File: config.mk
export PLATFORM = sky130hd
export DESIGN_NAME = sar_measure_power_cycle_ctrl
export DESIGN_NICKNAME = d
export VERILOG_FILES = /design/src/verilog/sar_ctrl_pkg.sv /design/src/verilog/sar_measure_power_cycle_ctrl.sv
export VERILOG_INCLUDE_DIRS = /design/src /design/src/verilog
export SDC_FILE = /design/constraint.sdc
export NUM_CORES = 1
export LEC_CHECK = 0
export ABC_AREA = 1
export BUFFER_PORTS_ARGS = -buffer_cell sky130_fd_sc_hd__buf_2
export CORE_UTILIZATION = 55
export CTS_CLUSTER_SIZE = 8
export DETAILED_ROUTE_END_ITERATION = 10
export PLACE_DENSITY_LB_ADDON = 0.25
export SKIP_CTS_REPAIR_TIMING = 1
export SLEW_MARGIN = 10
export SYNTH_ARGS = -nofsm -noshare
export SYNTH_HDL_FRONTEND = slang
export SYNTH_SLANG_ARGS = --single-unit
File: constraint.sdc
create_clock -name CLOCK -period 6.2 [get_ports CLOCK]
set_input_delay 0.31 -clock CLOCK [delete_from_list [all_inputs] [get_ports CLOCK]]
set_output_delay 0.31 -clock CLOCK [all_outputs]
set_load 0.1 [all_outputs]
File: src/verilog/sar_ctrl_map.svh
`ifndef SAR_CTRL_MAP_SVH
`define SAR_CTRL_MAP_SVH
// ----------------------------------------------------------------
// register offsets
// ----------------------------------------------------------------
`define REG_CTRL 8'h00
`define REG_STATUS 8'h04
`define REG_SCALE 8'h08
`define REG_RES_INC 8'h0c
`define REG_RES_REFL 8'h10
`define REG_RAW 8'h14
`define REG_INT_SRC 8'h18
`define REG_CYCLE 8'h1c
// ----------------------------------------------------------------
// field positions and reset values
// ----------------------------------------------------------------
`define CTRL_START_BIT 3
`define CTRL_ZCAL_BIT 4
`define CYC_DONE_BIT 0
`define CYC_DISP_BIT 1
`define CTRL_RESET 8'h01
`define SCALE_RESET 16'h0001
`define UP_THR 12'he00
`define DN_THR 12'h0c0
`define SAR_FIRST 12'h800
`define RANGE_TOP 2'h2
// ----------------------------------------------------------------
// timing
// ----------------------------------------------------------------
`define CLK_KHZ 64'd125000
`define ON_DELAY_MS 10
`define STOP_MS 400
`define INIT_PULSE_MS 1
`define CODE_SHOW_MS 1000
`define AUTO_OFF_MIN 30
`define OFFSET_PERIOD_MIN_X10 33
`define SETTLE_NS 2000
`define SETTLE_CYC 9'((`SETTLE_NS * `CLK_KHZ + 64'd999999) / 64'd1000000)
`define DIV_STEPS 5'd20
`endif

File: src/verilog/sar_ctrl_pkg.sv
package sar_ctrl_pkg;
    // ------------------------------------------------------------
    // states and carriers
    // ------------------------------------------------------------
    typedef enum logic [2:0] {
        P_ON_DLY, P_RUN, P_STOP, P_WAKE, P_OFF
    } pwr_state_t;
    typedef enum logic [2:0] {
        M_INIT, M_IDLE, M_SETTLE, M_BIT, M_DIV, M_DONE
    } meas_state_t;
    typedef struct packed {
        logic [1:0] range;
        logic remote;
        logic zcal;
        logic start;
        logic trig;
        logic hold;
        logic run;
    } ctrl_t;
    typedef struct packed {
        logic remote;
        logic mains_n;
        logic key;
        logic comp;
    } pins_t;
endpackage : sar_ctrl_pkg

File: src/verilog/sar_measure_power_cycle_ctrl.sv
// Function
// - alternate incident and reflected into comparator
// - 12-bit reference converter code set here
// - conversion decides all twelve bits
// - subtract offset, divide by K, range scale
// - corrected incident value drives recorder converter
// - switch-on: supply on, reset after delay
// - battery: power off 400 ms per cycle
// - stop expiry: power on, 1 ms reset
// - wake flag low after on, high after stop
// - key press ends stop interval at once
// - mains: never duty-cycle the processor
// - battery: auto-off after 30 idle minutes
// - init: ground input, range 2, 1 s
// - then store offsets, three ranges, both channels
// - re-measure offsets every 3.3 minutes
// - autorange unless range hold
// - start command aborts and restarts measurement, except during init and any offset measurement, including the first one after init
// - key and remote raise processor interrupt
// - mains led, remote led additionally
`timescale 1ns/1ns
`include "sar_ctrl_map.svh"
module sar_measure_power_cycle_ctrl #(
    parameter logic [39:0] ON_DELAY_CYC = 40'(`ON_DELAY_MS * `CLK_KHZ),
    parameter logic [39:0] STOP_CYC = 40'(`STOP_MS * `CLK_KHZ),
    parameter logic [39:0] PULSE_CYC = 40'(`INIT_PULSE_MS * `CLK_KHZ),
    parameter logic [39:0] CODE_CYC = 40'(`CODE_SHOW_MS * `CLK_KHZ),
    parameter logic [39:0] AUTO_OFF_CYC =
        40'(`AUTO_OFF_MIN * 64'd60000 * `CLK_KHZ),
    parameter logic [39:0] OFFSET_CYC =
        40'(`OFFSET_PERIOD_MIN_X10 * 64'd6000 * `CLK_KHZ)
) (
    // clock and reset
    input wire logic CLOCK,
    input wire logic RST,
    // wishbone slave
    input wire logic WB_CYC_I,
    input wire logic WB_STB_I,
    input wire logic WB_WE_I,
    input wire logic [7:0] WB_ADR_I,
    input wire logic [3:0] WB_SEL_I,
    input wire logic [31:0] WB_DAT_I,
    output logic [31:0] WB_DAT_O,
    output logic WB_ACK_O,
    // analog front end
    input wire logic COMP_IN,
    output logic [11:0] DAC_REF,
    output logic MUX_SEL,
    output logic AMP_GND,
    output logic [1:0] RANGE,
    output logic [15:0] REC_DAC,
    // power control pins
    input wire logic MAINS_UNIT_FITTED_N,
    input wire logic KEY_WAKE,
    input wire logic REMOTE_CMD,
    output logic POWER_DOWN_N,
    output logic SUPPLY_ENABLE,
    output logic CPU_INIT_PULSE,
    output logic WAKE_FROM_STOP_FLAG,
    output logic AUTO_OFF_REQUEST,
    output logic CPU_IRQ,
    // indicators
    output logic LED_MAINS,
    output logic LED_REMOTE
);
    // ------------------------------------------------------------
    // helpers
    // ------------------------------------------------------------
    function automatic logic [31:0] merge(input logic [31:0] old,
        input logic [31:0] nw, input logic [3:0] sel);
        logic [31:0] r;
        r = old;
        for (int i = 0; i < 4; i++) begin
            if (sel[i]) begin
                r[i*8 +: 8] = nw[i*8 +: 8];
            end
        end
        return r;
    endfunction : merge
    function automatic logic [2:0] oidx(input logic [1:0] rng,
        input logic ch);
        return {rng, 1'b0} + {2'h0, ch};
    endfunction : oidx
    function automatic logic [6:0] mult(input logic [1:0] rng);
        return (rng == 2'h0) ? 7'd1 : (rng == 2'h1) ? 7'd10 : 7'd100;
    endfunction : mult
    function automatic logic [15:0] sat16(input logic [19:0] v);
        return (v[19:16] != 4'h0) ? 16'hffff : v[15:0];
    endfunction : sat16
    function automatic logic [11:0] bitm(input logic [3:0] b);
        return 12'h001 << b;
    endfunction : bitm

    // ------------------------------------------------------------
    // pin synchronisers
    // ------------------------------------------------------------
    sar_ctrl_pkg::pins_t s1_q, s2_q, s3_q;
    always_ff @(posedge CLOCK) begin
        if (RST) begin
            s1_q <= '0;
            s2_q <= '0;
            s3_q <= '0;
        end else begin
            s1_q <= {REMOTE_CMD, MAINS_UNIT_FITTED_N, KEY_WAKE, COMP_IN};
            s2_q <= s1_q;
            s3_q <= s2_q;
        end
    end
    logic battery, key_rise, rem_rise;
    assign battery = s2_q.mains_n;
    assign key_rise = s2_q.key & ~s3_q.key;
    assign rem_rise = s2_q.remote & ~s3_q.remote;

    // ------------------------------------------------------------
    // wishbone slave
    // ------------------------------------------------------------
    logic ack_q, acc, wr;
    logic [31:0] dat_q, rd_d;
    sar_ctrl_pkg::ctrl_t ctrl_q;
    logic [15:0] scale_q, rec_q;
    logic [15:0] res_q [2];
    logic [11:0] code_q, dac_q;
    logic [1:0] int_q, rng_q;
    logic ch_q, zcal_q, wake_q, aoff_q;
    sar_ctrl_pkg::meas_state_t m_q;
    sar_ctrl_pkg::pwr_state_t pwr_q;
    assign acc = WB_CYC_I & WB_STB_I & ~ack_q;
    assign wr = acc & WB_WE_I;
    logic wr_ctrl, start_wr, zcal_wr, done_wr, disp_wr;
    assign wr_ctrl = wr && WB_ADR_I == `REG_CTRL && WB_SEL_I[0];
    assign start_wr = wr_ctrl && WB_DAT_I[`CTRL_START_BIT];
    assign zcal_wr = wr_ctrl && WB_DAT_I[`CTRL_ZCAL_BIT];
    assign done_wr = wr && WB_ADR_I == `REG_CYCLE && WB_SEL_I[0]
        && WB_DAT_I[`CYC_DONE_BIT];
    assign disp_wr = wr && WB_ADR_I == `REG_CYCLE && WB_SEL_I[0]
        && WB_DAT_I[`CYC_DISP_BIT];
    always_comb begin
        unique case (WB_ADR_I)
            `REG_CTRL: rd_d = {24'h0, ctrl_q};
            `REG_STATUS: rd_d = {24'h0, aoff_q, ~battery, wake_q, zcal_q,
                rng_q, ch_q, m_q != sar_ctrl_pkg::M_IDLE};
            `REG_SCALE: rd_d = {16'h0, scale_q};
            `REG_RES_INC: rd_d = {16'h0, res_q[0]};
            `REG_RES_REFL: rd_d = {16'h0, res_q[1]};
            `REG_RAW: rd_d = {20'h0, code_q};
            `REG_INT_SRC: rd_d = {30'h0, int_q};
            default: rd_d = 32'h0;
        endcase
    end
    always_ff @(posedge CLOCK) begin
        if (RST) begin
            ack_q <= 1'b0;
            dat_q <= 32'h0;
        end else begin
            ack_q <= acc;
            if (acc) begin
                dat_q <= rd_d;
            end
        end
    end
    always_ff @(posedge CLOCK) begin
        if (RST) begin
            ctrl_q <= `CTRL_RESET;
            scale_q <= `SCALE_RESET;
        end else begin
            if (wr_ctrl) begin
                ctrl_q <= 8'(WB_DAT_I) & 8'he7;
            end
            if (wr && WB_ADR_I == `REG_SCALE) begin
                scale_q <= 16'(merge({16'h0, scale_q}, WB_DAT_I, WB_SEL_I));
            end
        end
    end

    // ------------------------------------------------------------
    // interrupt sources, write one to clear, set wins
    // ------------------------------------------------------------
    logic [1:0] clr;
    assign clr = (wr && WB_ADR_I == `REG_INT_SRC && WB_SEL_I[0]) ?
        WB_DAT_I[1:0] : 2'h0;
    always_ff @(posedge CLOCK) begin
        if (RST) begin
            int_q <= 2'h0;
        end else begin
            int_q <= (int_q & ~clr) | {rem_rise, key_rise};
        end
    end

    // ------------------------------------------------------------
    // offset recalibration timer
    // ------------------------------------------------------------
    logic [39:0] ofs_cnt_q;
    logic zpend_q;
    always_ff @(posedge CLOCK) begin
        if (RST) begin
            ofs_cnt_q <= 40'h0;
            zpend_q <= 1'b0;
        end else begin
            ofs_cnt_q <= (ofs_cnt_q >= OFFSET_CYC - 40'h1) ? 40'h0 :
                ofs_cnt_q + 40'h1;
            zpend_q <= zcal_wr || ofs_cnt_q >= OFFSET_CYC - 40'h1
                || (zpend_q && m_q != sar_ctrl_pkg::M_IDLE);
        end
    end

    // ------------------------------------------------------------
    // measurement sequencer
    // ------------------------------------------------------------
    logic [11:0] offs_q [6];
    logic [3:0] bit_q;
    logic [8:0] set_q;
    logic [1:0] zrng_q;
    logic [19:0] num_q;
    logic [16:0] rem_q, rt;
    logic [4:0] dcnt_q;
    logic [39:0] icnt_q;
    logic amp_gnd_q, arm_q;
    logic [11:0] kept, diff;
    assign kept = s2_q.comp ? dac_q : dac_q & ~bitm(bit_q);
    assign diff = (kept > offs_q[oidx(rng_q, ch_q)]) ?
        kept - offs_q[oidx(rng_q, ch_q)] : 12'h0;
    assign rt = {rem_q[15:0], num_q[19]};
    always_ff @(posedge CLOCK) begin
        if (RST) begin
            m_q <= sar_ctrl_pkg::M_INIT;
            amp_gnd_q <= 1'b1;
            rng_q <= `RANGE_TOP;
            zrng_q <= 2'h0;
            zcal_q <= 1'b0;
            ch_q <= 1'b0;
            arm_q <= 1'b0;
            dac_q <= 12'h0;
            code_q <= 12'h0;
            bit_q <= 4'h0;
            set_q <= 9'h0;
            num_q <= 20'h0;
            rem_q <= 17'h0;
            dcnt_q <= 5'h0;
            icnt_q <= 40'h0;
            res_q[0] <= 16'h0;
            res_q[1] <= 16'h0;
            rec_q <= 16'h0;
            for (int i = 0; i < 6; i++) begin
                offs_q[i] <= 12'h0;
            end
        end else if (start_wr && !zcal_q && m_q != sar_ctrl_pkg::M_INIT)
        begin
            ch_q <= 1'b0;
            arm_q <= 1'b1;
            m_q <= sar_ctrl_pkg::M_SETTLE;
        end else begin
            unique case (m_q)
                sar_ctrl_pkg::M_INIT: begin
                    icnt_q <= icnt_q + 40'h1;
                    if (icnt_q >= CODE_CYC - 40'h1) begin
                        zcal_q <= 1'b1;
                        zrng_q <= 2'h0;
                        ch_q <= 1'b0;
                        m_q <= sar_ctrl_pkg::M_SETTLE;
                    end
                end
                sar_ctrl_pkg::M_IDLE: begin
                    if (zpend_q) begin
                        zcal_q <= 1'b1;
                        amp_gnd_q <= 1'b1;
                        zrng_q <= 2'h0;
                        ch_q <= 1'b0;
                        m_q <= sar_ctrl_pkg::M_SETTLE;
                    end else if (ctrl_q.run && (!ctrl_q.trig || arm_q)) begin
                        m_q <= sar_ctrl_pkg::M_SETTLE;
                    end
                end
                sar_ctrl_pkg::M_SETTLE: begin
                    dac_q <= `SAR_FIRST;
                    bit_q <= 4'd11;
                    set_q <= `SETTLE_CYC;
                    m_q <= sar_ctrl_pkg::M_BIT;
                end
                sar_ctrl_pkg::M_BIT: begin
                    if (set_q != 9'h0) begin
                        set_q <= set_q - 9'h1;
                    end else if (bit_q != 4'h0) begin
                        dac_q <= kept | bitm(bit_q - 4'h1);
                        bit_q <= bit_q - 4'h1;
                        set_q <= `SETTLE_CYC;
                    end else if (zcal_q) begin
                        dac_q <= kept;
                        offs_q[oidx(zrng_q, ch_q)] <= kept;
                        ch_q <= ~ch_q;
                        if (ch_q) begin
                            zrng_q <= zrng_q + 2'h1;
                        end
                        if (ch_q && zrng_q == `RANGE_TOP) begin
                            zcal_q <= 1'b0;
                            amp_gnd_q <= 1'b0;
                            m_q <= sar_ctrl_pkg::M_IDLE;
                        end else begin
                            m_q <= sar_ctrl_pkg::M_SETTLE;
                        end
                    end else begin
                        dac_q <= kept;
                        code_q <= kept;
                        num_q <= 20'(diff * mult(rng_q));
                        rem_q <= 17'h0;
                        dcnt_q <= `DIV_STEPS;
                        m_q <= sar_ctrl_pkg::M_DIV;
                        if (ctrl_q.hold) begin
                            rng_q <= (ctrl_q.range > `RANGE_TOP) ?
                                `RANGE_TOP : ctrl_q.range;
                        end else if (kept >= `UP_THR && rng_q != `RANGE_TOP)
                        begin
                            rng_q <= rng_q + 2'h1;
                        end else if (kept < `DN_THR && rng_q != 2'h0) begin
                            rng_q <= rng_q - 2'h1;
                        end
                    end
                end
                sar_ctrl_pkg::M_DIV: begin
                    if (rt >= {1'b0, scale_q}) begin
                        rem_q <= rt - {1'b0, scale_q};
                        num_q <= {num_q[18:0], 1'b1};
                    end else begin
                        rem_q <= rt;
                        num_q <= {num_q[18:0], 1'b0};
                    end
                    dcnt_q <= dcnt_q - 5'h1;
                    if (dcnt_q == 5'h1) begin
                        m_q <= sar_ctrl_pkg::M_DONE;
                    end
                end
                sar_ctrl_pkg::M_DONE: begin
                    res_q[ch_q] <= sat16(num_q);
                    if (!ch_q) begin
                        rec_q <= sat16(num_q);
                    end else begin
                        arm_q <= 1'b0;
                    end
                    ch_q <= ~ch_q;
                    m_q <= sar_ctrl_pkg::M_IDLE;
                end
            endcase
        end
    end

    // ------------------------------------------------------------
    // power cycling
    // ------------------------------------------------------------
    logic [39:0] pcnt_q, aoff_cnt_q;
    always_ff @(posedge CLOCK) begin
        if (RST) begin
            aoff_cnt_q <= 40'h0;
        end else if (!battery || disp_wr) begin
            aoff_cnt_q <= 40'h0;
        end else if (aoff_cnt_q != AUTO_OFF_CYC) begin
            aoff_cnt_q <= aoff_cnt_q + 40'h1;
        end
    end
    always_ff @(posedge CLOCK) begin
        if (RST) begin
            pwr_q <= sar_ctrl_pkg::P_ON_DLY;
            pcnt_q <= 40'h0;
        end else begin
            unique case (pwr_q)
                sar_ctrl_pkg::P_ON_DLY: begin
                    pcnt_q <= pcnt_q + 40'h1;
                    if (pcnt_q >= ON_DELAY_CYC - 40'h1) begin
                        pwr_q <= sar_ctrl_pkg::P_RUN;
                        pcnt_q <= 40'h0;
                    end
                end
                sar_ctrl_pkg::P_RUN: begin
                    pcnt_q <= 40'h0;
                    if (aoff_cnt_q == AUTO_OFF_CYC) begin
                        pwr_q <= sar_ctrl_pkg::P_OFF;
                    end else if (done_wr && battery) begin
                        pwr_q <= sar_ctrl_pkg::P_STOP;
                    end
                end
                sar_ctrl_pkg::P_STOP: begin
                    pcnt_q <= pcnt_q + 40'h1;
                    if (s2_q.key || pcnt_q >= STOP_CYC - 40'h1) begin
                        pwr_q <= sar_ctrl_pkg::P_WAKE;
                        pcnt_q <= 40'h0;
                    end
                end
                sar_ctrl_pkg::P_WAKE: begin
                    pcnt_q <= pcnt_q + 40'h1;
                    if (pcnt_q >= PULSE_CYC - 40'h1) begin
                        pwr_q <= sar_ctrl_pkg::P_RUN;
                        pcnt_q <= 40'h0;
                    end
                end
                sar_ctrl_pkg::P_OFF: begin
                    pcnt_q <= 40'h0;
                end
            endcase
        end
    end

    // ------------------------------------------------------------
    // output registers
    // ------------------------------------------------------------
    logic pdn_q, sup_q, init_q, irq_q, ledm_q, ledr_q;
    always_ff @(posedge CLOCK) begin
        if (RST) begin
            pdn_q <= 1'b0;
            sup_q <= 1'b1;
            init_q <= 1'b1;
            wake_q <= 1'b0;
            aoff_q <= 1'b0;
            irq_q <= 1'b0;
            ledm_q <= 1'b0;
            ledr_q <= 1'b0;
        end else begin
            pdn_q <= pwr_q == sar_ctrl_pkg::P_OFF;
            sup_q <= pwr_q != sar_ctrl_pkg::P_STOP
                && pwr_q != sar_ctrl_pkg::P_OFF;
            init_q <= pwr_q == sar_ctrl_pkg::P_ON_DLY
                || pwr_q == sar_ctrl_pkg::P_WAKE;
            wake_q <= wake_q || pwr_q == sar_ctrl_pkg::P_STOP;
            aoff_q <= pwr_q == sar_ctrl_pkg::P_OFF;
            irq_q <= |int_q;
            ledm_q <= ~battery;
            ledr_q <= ~battery & ctrl_q.remote;
        end
    end
    assign WB_DAT_O = dat_q;
    assign WB_ACK_O = ack_q;
    assign DAC_REF = dac_q;
    assign MUX_SEL = ch_q;
    assign AMP_GND = amp_gnd_q;
    assign RANGE = zcal_q ? zrng_q : rng_q;
    assign REC_DAC = rec_q;
    assign POWER_DOWN_N = pdn_q;
    assign SUPPLY_ENABLE = sup_q;
    assign CPU_INIT_PULSE = init_q;
    assign WAKE_FROM_STOP_FLAG = wake_q;
    assign AUTO_OFF_REQUEST = aoff_q;
    assign CPU_IRQ = irq_q;
    assign LED_MAINS = ledm_q;
    assign LED_REMOTE = ledr_q;
endmodule : sar_measure_power_cycle_ctrl
==> flow_metrics.tcl <==
set metrics [dict create \
    dieHeight_um 215.5 \
    start_kind "register" \
    skew_ps 19.96 \
    crit_slowest_cell "fa_1" \
    rsz0062_at_grt "yes" \
    gp_congestion 0.9559 \
    synth_area_mm2 0.02508 \
    worstSetupEndpointType "register" \
    syn2layout_area_growth_pct 19.14 \
    status "finished with violations" \
    final_cell_mix "nand2_1 (620), nor2_1 (496), inv_1 (393), dfxtp_1 (323), a21oi_1 (215)" \
    n_antenna_cell 0 \
    drt-total-wl_um 68670 \
    dp.cells 4061 \
    async_flop_share_pct 0 \
    ys.flop_type "dfxtp_1" \
    synth_seq_cells 455 \
    max_stage_delay_ps 500 \
    max_cap_viol_count 0 \
    violations "negative setup slack" \
    path_class "reg -> reg" \
    seqPwrFrac_pct 26.4 \
    antenna_found_initial 0 \
    pwr-share-clk_pct 25.1 \
    fmax_ghz 0.1612 \
    setup_viol 1 \
    grt-ovfl-total 0 \
    cts_max_level 3 \
    fp.coreArea_mm2 0.04461 \
    finalCritPeriodShare_pct 100.0 \
    finalMaxSlewViolations 0 \
    cp_max_fo 11 \
    drive_gt1_share_pct 15.34 \
    leakagePower_nw 12.50 \
    combPwrFrac_pct 48.5 \
    fin_area_mm2 0.02988 \
    min_period_ps 6203 \
    track_usage_pct 28.24 \
    whs_ps 4.947 \
    grt_max_degree 70 \
    io_buffers 91 \
    switching_share_pct 41.90 \
    final_hold_viol_count 0 \
    min_path_type "in -> reg" \
    p_per_area_mw_per_mm2 446.1 \
    dpl_cell_area_mm2 0.02681 \
    drt_iter0_drc 2116 \
    grt_pass1_wl_um 107200 \
    ctsLongestPathBuffers 3 \
    syn_area_per_cell_um2 7.517 \
    viasPerCell 5.557 \
    slew_headroom_pct 13.19 \
    first_pass_iters 8 \
    drtAntennaViolNets 0 \
    vias 23319 \
    setup_tns_ps -2.576 \
    initial_core_util_pct 56.22 \
    grt_pass1_vias 22082 \
    nFillCells 3649 \
    drc 0 \
    layout_commonest_cell "nand2_1" \
    setup_ws_ps -2.576 \
    yosys_warnings 0 \
    crit_required_ps 6640 \
    timing.critical_path.mode_cell "buf_4" \
    worstMarginPinSlew_ps 1297 \
    io_pins 126 \
    cts_buffers 67 \
    crit_arrival_ps 6650 \
    die_w_um 215.5 \
    cts_sinks 455 \
    wire_per_inst_um 16.37 \
    synthCells 3336 \
    power.internal_mw 7.744 \
    cts.clk_slew.worst_paths_ps 50 \
    dieArea_mm2 0.04645 \
    cts_tree "yes" \
    fin_nets 3763 \
    synth_edf_count 128 \
    synth-seq-area-share_pct 41.43 \
    final_core_util_pct 66.98 \
    ir_drop_mv 0.5730 \
    synth.distinct_cells 61 \
    cts_root_buffer "clkbuf_16" \
    final_cells 4196 \
    hpwl_um 47890 \
    std_cell_rows 77 \
    clk_latency_ps 600 \
    p_sw_mw 5.584 \
]
==> power by group through the flow <==
stage | logic [mW] | registers [mW] | clock network (mW)
6_report | 6.46 | 3.52 | 3.35
4_1_cts | 5.64 | 3.50 | 3.37
5_1_grt | 7.16 | 3.54 | 3.51
2_1_floorplan | 3.85 | 3.67 | 0
3_5_place_dp | 5.61 | 3.56 | 0
3_3_place_gp | 5.51 | 3.55 | 0
==> cell families (layout without fill, tap and decap cells) <==
logic type               count (synthesis)  in the layout  synth area share, %
AO/OA/AOI/OAI                          546            546                12.02
other                                    1             35              0.01495
buffers and inverters                  537            771                8.691
AND/OR/NAND/NOR                       1582           1582                27.16
adder cells (fa/ha/maj)                136            136                7.923
flip-flops                             455            455                41.43
XOR/XNOR                                79             79                2.759
==> cell type report <==
cell class | instances | area (um2) | area share (%)
clock buffer | 93 | 1826 | 6.110
clock inverter | 6 | 67.56 | 0.2261
inverter | 425 | 1609 | 5.385
multi-input combinational | 2378 | 13330 | 44.60
sequential | 455 | 10400 | 34.81
tap | 592 | 740.7 | 2.479
timing repair buffer | 247 | 1909 | 6.390
==> worst max-delay path: cells and delay by family (launching register included) <==
kind | cells | cell delay (ps)
flops | 1 | 400
fa+ha+maj | 6 | 2520
simple gates | 9 | 860
compound gates | 8 | 1190
buf+inv | 10 | 1070
==> synthesized netlist by cell type (all sizes together) (13+ instances only) <==
cell    instances  area share [%]
nor2          533             8.4
dfxtp         327              26
a31oi          20            0.50
nand4          68             1.8
xor2           48             1.7
o21ai         198             4.0
nand2         657              10
o22ai          22            0.55
nor3           82             1.7
clkbuf         49            0.73
edfxtp        128              15
fa             38             3.0
nand3         186             3.8
o211ai         13            0.39
buf            63             1.6
or2            18            0.45
a31o           16            0.56
ha             98             4.9
a21oi         235             4.7
inv           421             6.3
xnor2          31             1.1
==> layer usage <==
layer | global-route usage (%) | part of all wire [%] | wire length (um)
met1 | 36.12 | 42 | 28580
met2 | 46.78 | 47 | 32310
met3 | 5.229 | 7.3 | 4986
met4 | 11.94 | 4.1 | 2796
met5 | 0 | 0 | 0
==> state kept, by name, summed over array words and instances (netlist names), 3 cells and up <==
name / cells
m_q: 3
pcnt_q: 40
ctrl_q: 6
num_q: 20
DAC_REF: 12
code_q: 12
icnt_q: 40
REC_DAC: 16
set_q: 9
s1_q: 4
ofs_cnt_q: 40
dcnt_q: 5
res_q: 32
offs_q: 96
aoff_cnt_q: 40
pwr_q: 3
WB_DAT_O: 16
scale_q: 16
bit_q: 4
rem_q: 16
s2_q: 3
==> worst paths after layout <==
| path | to | depth (start not counted) | slack, ps | startpoint |
|---|---|---|---|---|
| min | scale_q[8] | 3 | 5 | WB_DAT_I[8] |
| min reg2reg | s2_q[0] | 2 | 410 | s1_q[0] |
| max | num_q[14] | 33 | -3 | MUX_SEL |
| max reg2reg | num_q[14] | 33 | -3 | MUX_SEL |
==> through the flow <==
stage / power [mW] / worst slack [ps]
4_1_cts: 12.51 / -208.2
3_3_place_gp: 9.053 / -103.3
3_5_place_dp: 9.165 / -204.7
6_report: 13.33 / -2.576
2_1_floorplan: 7.519 / 7.268
5_1_grt: 14.20 / -267.6
Note: power is estimated with default switching activity, not from simulation.
